**config.mk**
```make
export PLATFORM = sky130hd
export DESIGN_NAME = vertex_stage_decode_flat
export DESIGN_NICKNAME = d
export VERILOG_FILES = /design/src/vss_pkg.sv /design/src/vertex_stage_if.sv /design/src/vertex_stage_decode.sv /design/src/flat_wrapper.sv
export SDC_FILE = /design/constraint.sdc
export NUM_CORES = 1
export LEC_CHECK = 0
export BUFFER_PORTS_ARGS = -buffer_cell sky130_fd_sc_hd__buf_2
export CAP_MARGIN = 20
export CORE_ASPECT_RATIO = 1.1
export CORE_MARGIN = 4
export CORE_UTILIZATION = 47
export CTS_BUF_LIST = sky130_fd_sc_hd__clkbuf_4
export CTS_CLUSTER_DIAMETER = 200
export DETAILED_ROUTE_END_ITERATION = 16
export PLACE_DENSITY = 0.67
export SLEW_MARGIN = 20
export SYNTH_ARGS = -nofsm -noshare
export SYNTH_HDL_FRONTEND = slang
export SYNTH_SLANG_ARGS = --single-unit
```
**constraint.sdc**
```tcl
create_clock -name clock -period 3.15 [get_ports clock]
set_input_delay 0.315 -clock clock [delete_from_list [all_inputs] [get_ports clock]]
set_output_delay 0.315 -clock clock [all_outputs]
set_load 0.02 [all_outputs]
```
**src/vss_pkg.sv**
```systemverilog
package vss_pkg;

  // ****************************************
  // Packet header layout
  // ****************************************
  localparam int          TYPE_MSB        = 31;
  localparam int          TYPE_LSB        = 29;
  localparam int          SUBTYPE_MSB     = 28;
  localparam int          SUBTYPE_LSB     = 27;
  localparam int          OPCODE_MSB      = 26;
  localparam int          OPCODE_LSB      = 24;
  localparam int          SUBOP_MSB       = 23;
  localparam int          SUBOP_LSB       = 16;
  localparam int          LEN_MSB         = 7;
  localparam int          LEN_LSB         = 0;
  localparam logic [2:0]  PIPE_CMD_CLASS  = 3'h3;
  localparam logic [1:0]  PIPE_3D_SUB     = 2'h3;
  localparam logic [2:0]  PIPELINED_OP    = 3'h0;
  localparam logic [7:0]  VSTAGE_SUBOP    = 8'h10;
  localparam logic [7:0]  DEFAULT_LEN     = 8'h04;
  localparam logic [7:0]  LENGTH_BIAS     = 8'h02;

  // ****************************************
  // Body dword layout
  // ****************************************
  localparam logic [7:0]  KERNEL_DW       = 8'h01;
  localparam logic [7:0]  DISPATCH_DW     = 8'h02;
  localparam int          KERNEL_MSB      = 31;
  localparam int          KERNEL_LSB      = 6;
  localparam int          SINGLE_BIT      = 31;
  localparam int          MASKSEL_BIT     = 30;
  localparam int          SAMPLER_MSB     = 29;
  localparam int          SAMPLER_LSB     = 27;
  localparam int          REUSE_BIT       = 1;
  localparam int          SHADER_BIT      = 0;

  // ****************************************
  // Vertex cache and reset values
  // ****************************************
  localparam int          CACHE_DEPTH     = 4;
  localparam int          PTR_W           = 2;
  localparam logic [25:0] KERNEL_RST      = 26'h0000000;
  localparam logic [2:0]  SAMPLER_RST     = 3'h0;

  // ****************************************
  // Controller register map (byte offsets)
  // ****************************************
  localparam logic [3:0]  REG_KERNEL      = 4'h0;
  localparam logic [3:0]  REG_DISPATCH    = 4'h4;
  localparam logic [3:0]  REG_CONTROL     = 4'h8;
  localparam logic [3:0]  REG_GO          = 4'hC;
  localparam int          GO_BIT          = 0;
  localparam int          BUSY_BIT        = 0;
  localparam logic [2:0]  PKT_LAST        = 3'h5;

  typedef logic [31:0] dword_t;
  typedef logic [15:0] vidx_t;

  typedef enum logic [1:0]
  {
    DEC_HDR  = 2'b00,
    DEC_BODY = 2'b01,
    DEC_SKIP = 2'b10
  } dec_state_t;

  typedef enum logic [0:0]
  {
    FEED_IDLE = 1'b0,
    FEED_SEND = 1'b1
  } feed_state_t;

endpackage

```
**src/vertex_stage_if.sv**
```systemverilog
`timescale 1ns/1ps
`default_nettype none

interface vertex_stage_if;
  logic          dwValid;
  vss_pkg::dword_t dwData;
  logic          dwReady;

  modport device
  (
    input  dwValid,
    input  dwData,
    output dwReady
  );

  modport host
  (
    output dwValid,
    output dwData,
    input  dwReady
  );
endinterface

`default_nettype wire

```
**src/vertex_stage_decode.sv**
```systemverilog
// The register addresses and register access over Avalon-MM were chosen for this implementation.
`timescale 1ns/1ps
`default_nettype none

// Overview of operation
// - Reuse 0, shading on: every vertex shaded
// - Reuse 1, shading on: only misses shaded
// - Reuse on, shading off: misses stored, unshaded
// - Invalidate cache on disable, toggle, boundaries
// - Shading off: vertices forwarded unmodified
// - Last dword bits 1:0 always honoured
// - Header type 3h, subtype 3h matched
// - Opcode 0h, sub-opcode 10h matched
// - Length field gives dwords minus two
// - Dword 1 bits 31:6 kernel start
// - Kernel pointer, samplers ignored when off
// - Dword 2 bit 31 forces single vertex
// - Dword 2 bit 30 picks mask source
// - One-flow flag picks init or exec
// - Dword 2 bits 29:27 sampler groups
// - Sampler count only sets prefetch
module vertex_stage_decode
(
  input  wire logic          clock,
  input  wire logic          rst_n,
  vertex_stage_if.device     link,
  input  wire logic          drawBoundary,
  input  wire logic          instanceBoundary,
  input  wire logic          oneFlowFlag,
  input  wire logic          vtxValid,
  input  wire vss_pkg::vidx_t vtxIndex,
  output logic [25:0]        kernelStart,
  output logic               singleVertex,
  output logic               maskSourceSelect,
  output logic [2:0]         samplerPrefetch,
  output logic               shaderStageOn,
  output logic               vertexReuseOff,
  output logic               initMaskVector,
  output logic               execMaskVector,
  output logic               stateApplied,
  output logic               headerError,
  output logic               shadeValid,
  output logic               storeValid,
  output logic               passValid,
  output logic               hitValid,
  output vss_pkg::vidx_t     vtxIndexOut
);
  import vss_pkg::*;

  // ****************************************
  // Packet decode
  // ****************************************
  dec_state_t  state_q, state_d;
  logic [7:0]  idx_q, idx_d;
  logic [7:0]  last_q, last_d;
  logic [25:0] kernelPend_q, kernelPend_d;
  logic [1:0]  dispPend_q, dispPend_d;
  logic [2:0]  samplerPend_q, samplerPend_d;
  logic [25:0] kernel_q, kernel_d;
  logic [2:0]  sampler_q, sampler_d;
  logic        single_q, single_d, maskSel_q, maskSel_d;
  logic        shader_q, shader_d, reuse_q, reuse_d;
  logic        applied_q, applied_d, hdrErr_q, hdrErr_d;
  logic        ready_q, take, hdrMatch;

  assign take = link.dwValid && ready_q;
  assign hdrMatch = (link.dwData[TYPE_MSB:TYPE_LSB] == PIPE_CMD_CLASS)
                 && (link.dwData[SUBTYPE_MSB:SUBTYPE_LSB] == PIPE_3D_SUB)
                 && (link.dwData[OPCODE_MSB:OPCODE_LSB] == PIPELINED_OP)
                 && (link.dwData[SUBOP_MSB:SUBOP_LSB] == VSTAGE_SUBOP);

  always_comb
  begin
    state_d      = state_q;
    idx_d        = idx_q;
    last_d       = last_q;
    kernelPend_d = kernelPend_q;
    dispPend_d   = dispPend_q;
    kernel_d     = kernel_q;
    single_d     = single_q;
    maskSel_d    = maskSel_q;
    sampler_d    = sampler_q;
    shader_d     = shader_q;
    reuse_d      = reuse_q;
    applied_d    = 1'b0;
    hdrErr_d     = 1'b0;
    samplerPend_d = samplerPend_q;
    if (take)
      idx_d = idx_q + 8'h01;
    case (state_q)
      DEC_HDR:
      begin
        if (take)
        begin
          idx_d  = 8'h01;
          // Dwords after the header equal length field plus one
          last_d = link.dwData[LEN_MSB:LEN_LSB] + LENGTH_BIAS - 8'h01;
          if (hdrMatch)
            state_d = DEC_BODY;
          else
            state_d = DEC_SKIP;
          hdrErr_d = !hdrMatch;
        end
      end
      DEC_BODY:
      begin
        if (take && (idx_q == KERNEL_DW))
          kernelPend_d = link.dwData[KERNEL_MSB:KERNEL_LSB];
        if (take && (idx_q == DISPATCH_DW))
        begin
          dispPend_d    = {link.dwData[SINGLE_BIT], link.dwData[MASKSEL_BIT]};
          samplerPend_d = link.dwData[SAMPLER_MSB:SAMPLER_LSB];
        end
        if (take && (idx_q == last_q))
        begin
          // Everything lands in one cycle, so no half-updated state is seen
          shader_d  = link.dwData[SHADER_BIT];
          reuse_d   = link.dwData[REUSE_BIT];
          single_d  = dispPend_q[1];
          maskSel_d = dispPend_q[0];
          kernel_d  = link.dwData[SHADER_BIT] ? kernelPend_q : KERNEL_RST;
          sampler_d = link.dwData[SHADER_BIT] ? samplerPend_q : SAMPLER_RST;
          applied_d = 1'b1;
          state_d   = DEC_HDR;
        end
      end
      DEC_SKIP:
        if (take && (idx_q == last_q))
          state_d = DEC_HDR;
      default:
        state_d = DEC_HDR;
    endcase
  end

  always_ff @(posedge clock or negedge rst_n)
  begin
    if (!rst_n)
    begin
      state_q       <= DEC_HDR;
      idx_q         <= 8'h00;
      last_q        <= 8'h00;
      kernelPend_q  <= KERNEL_RST;
      dispPend_q    <= 2'h0;
      samplerPend_q <= SAMPLER_RST;
      kernel_q      <= KERNEL_RST;
      single_q      <= 1'b0;
      maskSel_q     <= 1'b0;
      sampler_q     <= SAMPLER_RST;
      shader_q      <= 1'b0;
      reuse_q       <= 1'b0;
      applied_q     <= 1'b0;
      hdrErr_q      <= 1'b0;
      ready_q       <= 1'b0;
    end
    else
    begin
      state_q       <= state_d;
      idx_q         <= idx_d;
      last_q        <= last_d;
      kernelPend_q  <= kernelPend_d;
      dispPend_q    <= dispPend_d;
      samplerPend_q <= samplerPend_d;
      kernel_q      <= kernel_d;
      single_q      <= single_d;
      maskSel_q     <= maskSel_d;
      sampler_q     <= sampler_d;
      shader_q      <= shader_d;
      reuse_q       <= reuse_d;
      applied_q     <= applied_d;
      hdrErr_q      <= hdrErr_d;
      ready_q       <= 1'b1;
    end
  end

  assign link.dwReady = ready_q;

  // ****************************************
  // Vertex cache and routing
  // ****************************************
  logic [CACHE_DEPTH-1:0] tagValid_q, tagValid_d;
  vidx_t                  tag_q [CACHE_DEPTH], tag_d [CACHE_DEPTH];
  logic [PTR_W-1:0]       fill_q, fill_d;
  logic [CACHE_DEPTH-1:0] hitVec;
  logic                   hit, flush;
  // Route bits, high to low: shade, store, pass, hit
  logic [3:0]             route_q, route_d;
  vidx_t                  vOut_q;
  logic                   initMask_q, execMask_q;

  for (genvar g = 0; g < CACHE_DEPTH; g++)
  begin : gLookup
    assign hitVec[g] = tagValid_q[g] && (tag_q[g] == vtxIndex);
  end

  // Lookups during a flush cycle count as misses and are not kept
  assign hit   = (|hitVec) && reuse_q && !flush;
  assign flush = drawBoundary || instanceBoundary
              || (reuse_q && !reuse_d)
              || (shader_q != shader_d);

  always_comb
  begin
    tagValid_d = tagValid_q;
    tag_d      = tag_q;
    fill_d     = fill_q;
    route_d    = 4'h0;
    if (vtxValid && !reuse_q)
      route_d = {shader_q, 1'b0, !shader_q, 1'b0};
    else if (vtxValid && hit)
      route_d = {2'b00, !shader_q, 1'b1};
    else if (vtxValid)
    begin
      route_d = {shader_q, !shader_q, !shader_q, 1'b0};
      if (!flush)
      begin
        tag_d[fill_q]      = vtxIndex;
        tagValid_d[fill_q] = 1'b1;
        fill_d             = fill_q + 1'b1;
      end
    end
    if (flush)
      tagValid_d = '0;
  end

  always_ff @(posedge clock or negedge rst_n)
  begin
    if (!rst_n)
    begin
      tagValid_q <= '0;
      tag_q      <= '{default: 16'h0000};
      fill_q     <= '0;
      route_q    <= 4'h0;
      vOut_q     <= 16'h0000;
      initMask_q <= 1'b0;
      execMask_q <= 1'b0;
    end
    else
    begin
      tagValid_q <= tagValid_d;
      tag_q      <= tag_d;
      fill_q     <= fill_d;
      route_q    <= route_d;
      vOut_q     <= vtxIndex;
      initMask_q <= !oneFlowFlag && maskSel_d;
      execMask_q <= oneFlowFlag && maskSel_d;
    end
  end

  assign kernelStart      = kernel_q;
  assign singleVertex     = single_q;
  assign maskSourceSelect = maskSel_q;
  assign samplerPrefetch  = sampler_q;
  assign shaderStageOn    = shader_q;
  assign vertexReuseOff   = reuse_q;
  assign initMaskVector   = initMask_q;
  assign execMaskVector   = execMask_q;
  assign stateApplied     = applied_q;
  assign headerError      = hdrErr_q;
  assign shadeValid       = route_q[3];
  assign storeValid       = route_q[2];
  assign passValid        = route_q[1];
  assign hitValid         = route_q[0];
  assign vtxIndexOut      = vOut_q;

endmodule

`default_nettype wire

```
**src/flat_wrapper.sv**
```systemverilog
// flat-port wrapper written by rule: the top's interface ports become plain ports
module vertex_stage_decode_flat import vss_pkg::*;
  (clock, rst_n, drawBoundary, instanceBoundary, oneFlowFlag, vtxValid, vtxIndex, kernelStart, singleVertex, maskSourceSelect, samplerPrefetch, shaderStageOn, vertexReuseOff, initMaskVector, execMaskVector, stateApplied, headerError, shadeValid, storeValid, passValid, hitValid, vtxIndexOut, link_dwValid, link_dwData, link_dwReady);
  vertex_stage_if link_i ();
  input  wire logic clock;
  input  wire logic rst_n;
  input  wire logic drawBoundary;
  input  wire logic instanceBoundary;
  input  wire logic oneFlowFlag;
  input  wire logic vtxValid;
  input  wire vss_pkg::vidx_t vtxIndex;
  output logic [25:0] kernelStart;
  output logic singleVertex;
  output logic maskSourceSelect;
  output logic [2:0] samplerPrefetch;
  output logic shaderStageOn;
  output logic vertexReuseOff;
  output logic initMaskVector;
  output logic execMaskVector;
  output logic stateApplied;
  output logic headerError;
  output logic shadeValid;
  output logic storeValid;
  output logic passValid;
  output logic hitValid;
  output vss_pkg::vidx_t vtxIndexOut;
  input wire logic [$bits(link_i.dwValid)-1:0] link_dwValid;
  input wire logic [$bits(link_i.dwData)-1:0] link_dwData;
  output wire logic [$bits(link_i.dwReady)-1:0] link_dwReady;
  assign link_i.dwValid = link_dwValid;
  assign link_i.dwData = link_dwData;
  assign link_dwReady = link_i.dwReady;
  vertex_stage_decode u_core (.clock(clock), .rst_n(rst_n), .link(link_i), .drawBoundary(drawBoundary), .instanceBoundary(instanceBoundary), .oneFlowFlag(oneFlowFlag), .vtxValid(vtxValid), .vtxIndex(vtxIndex), .kernelStart(kernelStart), .singleVertex(singleVertex), .maskSourceSelect(maskSourceSelect), .samplerPrefetch(samplerPrefetch), .shaderStageOn(shaderStageOn), .vertexReuseOff(vertexReuseOff), .initMaskVector(initMaskVector), .execMaskVector(execMaskVector), .stateApplied(stateApplied), .headerError(headerError), .shadeValid(shadeValid), .storeValid(storeValid), .passValid(passValid), .hitValid(hitValid), .vtxIndexOut(vtxIndexOut));
endmodule
```
==> Yosys cells after proc, flatten, opt, wreduce, memory -nomap -nowiden <==
Index checks and enable logic that the tools add are counted.
{ "word_totals": {"register_bits": 177, "in_bits": 55, "output_inout_bits": 58} }
{ "classes": {"add_sub_neg": 4, "magnitude_cmp": 4, "n_eq_ne": 17, "n_mux": 31, "bitwise": 5, "n_reduce_logical": 41} }
{ "ops": {"columns": ["op", "n"], "rows": [
  ["bitwise mux 64 bit", 1],
  ["== test 16 bit", 4],
  ["demux 16 bit (select 2 bit)", 1],
  ["two-way mux 4 bit", 7],
  ["two-way mux 26 bit", 1],
  ["two-way mux 8 bit", 3],
  ["logical AND 1 bit", 20],
  ["two-way mux 16 bit", 1],
  ["two-way mux 1 bit", 11],
  ["AND reduction 2 bit", 5],
  ["adder 8 x 1 -> 8 bit, second input constant", 1],
  ["adder 8 x 2 -> 8 bit, second input constant", 1],
  ["== test 8 x 1 -> 1 bit, second input constant", 1],
  ["== test 8 x 2 -> 1 bit, second input constant", 1],
  ["== test 8 x 5 -> 1 bit, second input constant", 1],
  ["== test 8 bit", 1],
  ["!= test 2 x 1 -> 1 bit, second input constant", 4],
  ["subtractor 8 x 1 -> 8 bit, second input constant", 1],
  ["zero test 1 bit", 6],
  ["two-way mux 2 bit", 3],
  ["== test 2 bit, second input constant", 2],
  ["bitwise OR 4 bit", 1],
  ["one-hot mux 2 bit (2 select lines)", 1],
  ["AND reduction 4 bit", 1],
  ["other kinds (19)", 23]
]} }

==> Depth between registers and ports, before layout <==
{ "logic_depth": {"ltp_word": 14, "depth_mapped": 10} }

==> Worst setup path after synthesis <==
OpenSTA, ideal clock, no wires.
{ "synth_path": {"path_type": "reg-to-reg", "from": "register u_core.ready_q, in the netlist u_core.link.dwReady", "to": "register u_core.tag_q[10] (netlist name)", "setup_ps": 127, "t_arrival_ps": 2154, "required_ps": 3023, "path_slack_ps": 869, "stages_incl_launch_ff": 11, "n_path_buf": 2, "period_less_slack_ps": 2281, "cell_sequence": "dfrtp_1 -> and2_1 -> buf_2 -> inv_2 -> nor2_1 -> nand4_4 -> o21ai_4 -> inv_4 -> nand4_4 -> buf_8 -> mux2_1"} }
{ "synth_via": {"elab_chain_cells": 13, "elab_cells_between_ends": 17, "cone_classes": "eq/ne (1); mux (4); bitwise (2); reduce/logical (10)"} }
{ "synth_rtl": {"columns": ["item", "line", "source"], "rows": [
  ["start, declared", "vertex_stage_decode.sv:64", "logic ready_q, take, hdrMatch;"],
  ["start signal, assigned", "vertex_stage_decode.sv:153", "ready_q <= 1'b0;"],
  ["start signal, assigned", "vertex_stage_decode.sv:171", "ready_q <= 1'b1;"],
  ["logical AND 1 bit (*)", "vertex_stage_decode.sv:66", "assign take = link.dwValid && ready_q;"],
  ["logical AND 1 bit (*)", "vertex_stage_decode.sv:114", "if (take && (idx_q == last_q))"],
  ["two-way mux 1 bit", "vertex_stage_decode.sv:114", null],
  ["two-way mux 1 bit", "vertex_stage_decode.sv:90", "case (state_q)"],
  ["zero test 1 bit", "vertex_stage_decode.sv:198", "|| (reuse_q && !reuse_d)"],
  ["logical AND 1 bit", "vertex_stage_decode.sv:198", null],
  ["logical OR 1 bit", "vertex_stage_decode.sv:198", null],
  ["logical OR 1 bit (*)", "vertex_stage_decode.sv:199", "|| (shader_q != shader_d);"],
  ["zero test 1 bit", "vertex_stage_decode.sv:196", "assign hit = (|hitVec) && reuse_q && !flush;"],
  ["logical AND 1 bit", "vertex_stage_decode.sv:196", null],
  ["logical AND 1 bit", "vertex_stage_decode.sv:209", "else if (vtxValid && hit)"],
  ["NOT 1 bit (no source line)", null, null],
  ["AND reduction 4 bit (no source line) (*)", null, null],
  ["end signal, assigned", "vertex_stage_decode.sv:240", "tag_q <= tag_d;"],
  ["end, declared", "vertex_stage_decode.sv:181", "vidx_t tag_q [CACHE_DEPTH], tag_d [CACHE_DEPTH];"]
]} }
Every way passes the cells marked *; elsewhere a longest branch is shown, timed or not.
A chain may end at the register's enable or synchronous reset.

==> Worst setup path after layout <==
{ "layout_path": {"from": "input port vtxIndex[3]", "to": "register u_core.tag_q[18] (netlist name)"} }
{ "layout_via": {"elab_chain_cells": 8, "elab_cells_between_ends": 14, "cone_classes": "eq/ne (4); bitwise (1); reduce/logical (9)"} }
{ "layout_rtl": {"columns": ["item", "line", "source"], "rows": [
  ["start, declared", "flat_wrapper.sv:11", "input wire vss_pkg::vidx_t vtxIndex;"],
  ["== test 16 bit", "vertex_stage_decode.sv:192", "assign hitVec[g] = tagValid_q[g] && (tag_q[g] == vtxIndex);"],
  ["logical AND 1 bit", "vertex_stage_decode.sv:192", null],
  ["OR reduction 4 bit (*)", "vertex_stage_decode.sv:196", null],
  ["logical AND 1 bit (*) (2 in series)", "vertex_stage_decode.sv:196", null],
  ["logical AND 1 bit (*)", "vertex_stage_decode.sv:209", null],
  ["NOT 1 bit (no source line) (*)", null, null],
  ["AND reduction 4 bit (no source line) (*)", null, null]
]} }
Marks and branches as above.

==> metrics.cfg <==
[global_routing]
number_of_antenna_violations_at_the_first_check_in_global_routing = 0
grt-ovfl-total = 0
global_route.usage.total_pct = 18.5
grt_start_max_net_pins = 74
grt_pass1_vias = 5522
grt_first_pass_wirelength_microns = 28700

[clock_tree]
worst_setup_hold_path_clk_slew_ns = 0.14
tritoncts = yes
cts_max_level = 4
cts_sinks = 177
cts_root_buf = clkbuf_4
cts.repair_timing.setup_buffer_count = 0
clk_latency_ns = 0.58
clockBufferDepth = 2
cts_inserted_buffers = 17

[floorplanning]
top_level_ports = 113
std_cell_rows = 49
core_region_area_sq_um = 16600
initial_utilization_pct = 48.6
fp.dieArea_sq_um = 19300
die_height_microns = 145
dieWidth_microns = 133

[synth]
postSynthNetCount = 705
synth-seq-cells = 177
mappedNetlistArea_sq_um = 8070
avgSynthCellArea_sq_um = 12.6
yosysUniqueCellTypes = 40
ys_async_sr_fraction_pct = 100
synthesis.instances = 639
yosysSeqAreaShare_pct = 54.9
synthFlopType = dfrtp_1
ys_warn_count = 0
synth_edf_count = 0

[sta]
slew_headroom_pct = 38.7
finalCriticalPeriod_ns = 2.88
finalMaxSlewViolations = 0
worst_skew_ns = 0.0237
rsz0062_at_grt = false
worst_margin_slew_ns = 0.912
hold_violations = 0
clock.fmax_mhz = 348
final.hold.worst_slack_ns = 0.0625
fin_tns_setup_ns = 0
fin_crit_sh_pct = 91.3
finalSetupViolations = 0

[worst_setup_path]
worst-path-max-fanout = 16
critPathLaunchType = input pin
rr_worst_depth = 7
worst_ep_required_time_ns = 3.60
worst-r2r-setup-slack_ns = 0.39
critPathCaptureType = register
reg2reg_to = u_core.tag_q[18]
worst-setup-path-type = in -> reg
timing.critical_path.arrival_ns = 3.33
regToRegStartpoint = u_core.tag_q[19]

[detailed_routing]
routed.top_layer = met4
detailroute.wirelength.met3_microns = 714
detailedRoute.firstIterationViolations = 273
remaining_drc_errors = 0
ant_nets = 0
dr_wl_met2_microns = 8580
vias_after_detailed_routing = 5167
routed_wirelength_microns = 17000
wl_met1_microns = 7330
route.detailed.wl_per_inst_microns = 16.6
post_drt_via_cell_ratio = 5.05
drt_first_pass_iters = 4

[worst_hold_path]
min_path_cells = 2
min_delay_worst_endpoint = u_core.vertexReuseOff
worst_hold_path_type = in -> reg
timing.hold.worst.start = link_dwData[1]

[final_layout]
antennaDiodeCount = 0
area.growth.synth_to_final_pct = 17.3
layout.cells.non_filler = 1024
stdcell_area_sq_um = 9470
finalNetCount = 848
mostFrequentLayoutCell = dfrtp_1
final_cell_mix = dfrtp_1, buf_2, nand2_1
layout-drive-gt1-share_pct = 31.9

[pwr]
p_per_area_nw_per_um2 = 467
p_leak_nw = 4.70
worst_ir_drop_vdd_uv = 297

[run]
max_cap_viol_count = 0

[placement]
hpwlAfterDp_microns = 11600
place.port_buffers = 112
post-place-cells = 947
place_area_sq_um = 8680
gp_congestion = 0.802

[status]
run_status = complete, no violations

[synth_stat cells, types with 2 or more instances]
cell type / n / area (sq um)
a22o_1: 2 / 17.5
inv_1: 10 / 37.5
a31oi_1: 4 / 25.0
nor3_1: 6 / 30.0
nand3_1: 9 / 45.0
xnor2_1: 50 / 438
xor2_1: 31 / 272
and2_1: 4 / 25.0
nor4_4: 2 / 42.5
nor4_2: 4 / 50.1
o21ai_0: 38 / 190
nor2_1: 15 / 56.3
mux2i_1: 3 / 30.0
buf_4: 13 / 97.6
nor2b_1: 2 / 12.5
mux2_4: 30 / 450
nand2_1: 83 / 312
mux2_2: 60 / 676
nand4_1: 14 / 87.6
nand4_4: 5 / 106
ha_1: 11 / 138
nor4_1: 6 / 37.5
buf_2: 4 / 20.0
or3_1: 3 / 18.8
and3_1: 4 / 25.0
a21oi_1: 9 / 45.0
dfrtp_1: 177 / 4430
buf_12: 3 / 60.1
clkbuf_1: 13 / 48.8
mux2_1: 10 / 113
buf_6: 5 / 56.3
[cells by family (layout without fill, tap and decap cells)]
family	Yosys count	count (layout)	synth area share [%]
xor gates and xnor gates	81	81	8.79
AOI/OAI and AO/OA	56	56	3.81
buffers and inverters	51	207	4.28
other	1	1	0.0465
DFF	177	177	54.9
adders and majority gates	11	11	1.71
muxes	103	103	15.7
and+or+nand+nor	159	159	10.7
[where the power goes]
part | total [mW] | switching (mW) | internal, mW | leakage, nW
clock | 1.44 | 0.849 | 0.589 | 0.168
sequential | 2.44 | 0.0798 | 2.36 | 2.41
combinational | 0.543 | 0.318 | 0.225 | 2.12
[layer usage]
metal  global-route usage [%]  vias to the layer above
met5                        0                        -
met4                     6.29                        0
met3                     4.32                       23
met2                     31.1                      104
met1                     23.6                     2586
li1                         -                     2454
[area by class of cell]
class / count / area, sq um
repair buffers: 163 / 1070
flip-flops and latches: 177 / 4430
inverters: 12 / 47.5
clock inverters: 14 / 198
multi-input cells: 411 / 3290
fillers: 1370 / 7150
clock buffers: 18 / 135
well taps: 229 / 287
[worst max-delay path by stage]
stage,start,endpoint,slack (ns),cells after the start
6_report,vtxIndex[3],u_core.tag_q[18],0.27,9
3_5_place_dp,vtxIndex[3],u_core.tag_q[18],0.23,8
5_1_grt,vtxIndex[7],u_core.tag_q[18],0.13,9
4_1_cts,vtxIndex[3],u_core.tag_q[18],0.30,9
3_3_place_gp,vtxIndex[3],u_core.tag_q[21],0.29,8
2_1_floorplan,u_core.link.dwReady,u_core.tag_q[10],0.87,10
[sequential cells by signal (all words and copies together) (netlist names), 2 cells and up, named ones only]
signal / flops
u_core.fill_q: 2
u_core.state_q: 2
u_core.tag_q: 64
u_core.vtxIndexOut: 16
u_core.dispPend_q: 2
u_core.kernelStart: 26
u_core.last_q: 8
u_core.tagValid_q: 4
u_core.samplerPrefetch: 3
u_core.samplerPend_q: 3
u_core.route_q: 4
u_core.kernelPend_q: 26
[repair_timing]
| action | CTS | global route |
|---|---|---|
| resized for setup | 0 | 0 |
| hold endpoints to repair | 122 | 0 |
| hold buffers | 45 | 0 |
| endpoints found under the setup margin | 0 | 0 |
[stage by stage]
stage	utilization [%]	total power, mW	worst slack, ns
2_1_floorplan	-	2.81	0.869
4_1_cts	57.0	4.48	0.301
6_report	57.0	4.42	0.274
3_5_place_dp	52.3	2.98	0.234
5_1_grt	57.0	4.64	0.133
3_3_place_gp	52.3	2.96	0.288
[worst max-delay path, cell delays in order]
cell and delay, ns:
dlygate4sd3_1 0.52, buf_2 0.24, xor2_1 0.18, nor4_1 0.08
nand4_1 0.13, nor4_2 0.07, nor4_4 0.82, nand4_4 0.51
mux2_4 0.46
(Power assumes the default switching activity.)
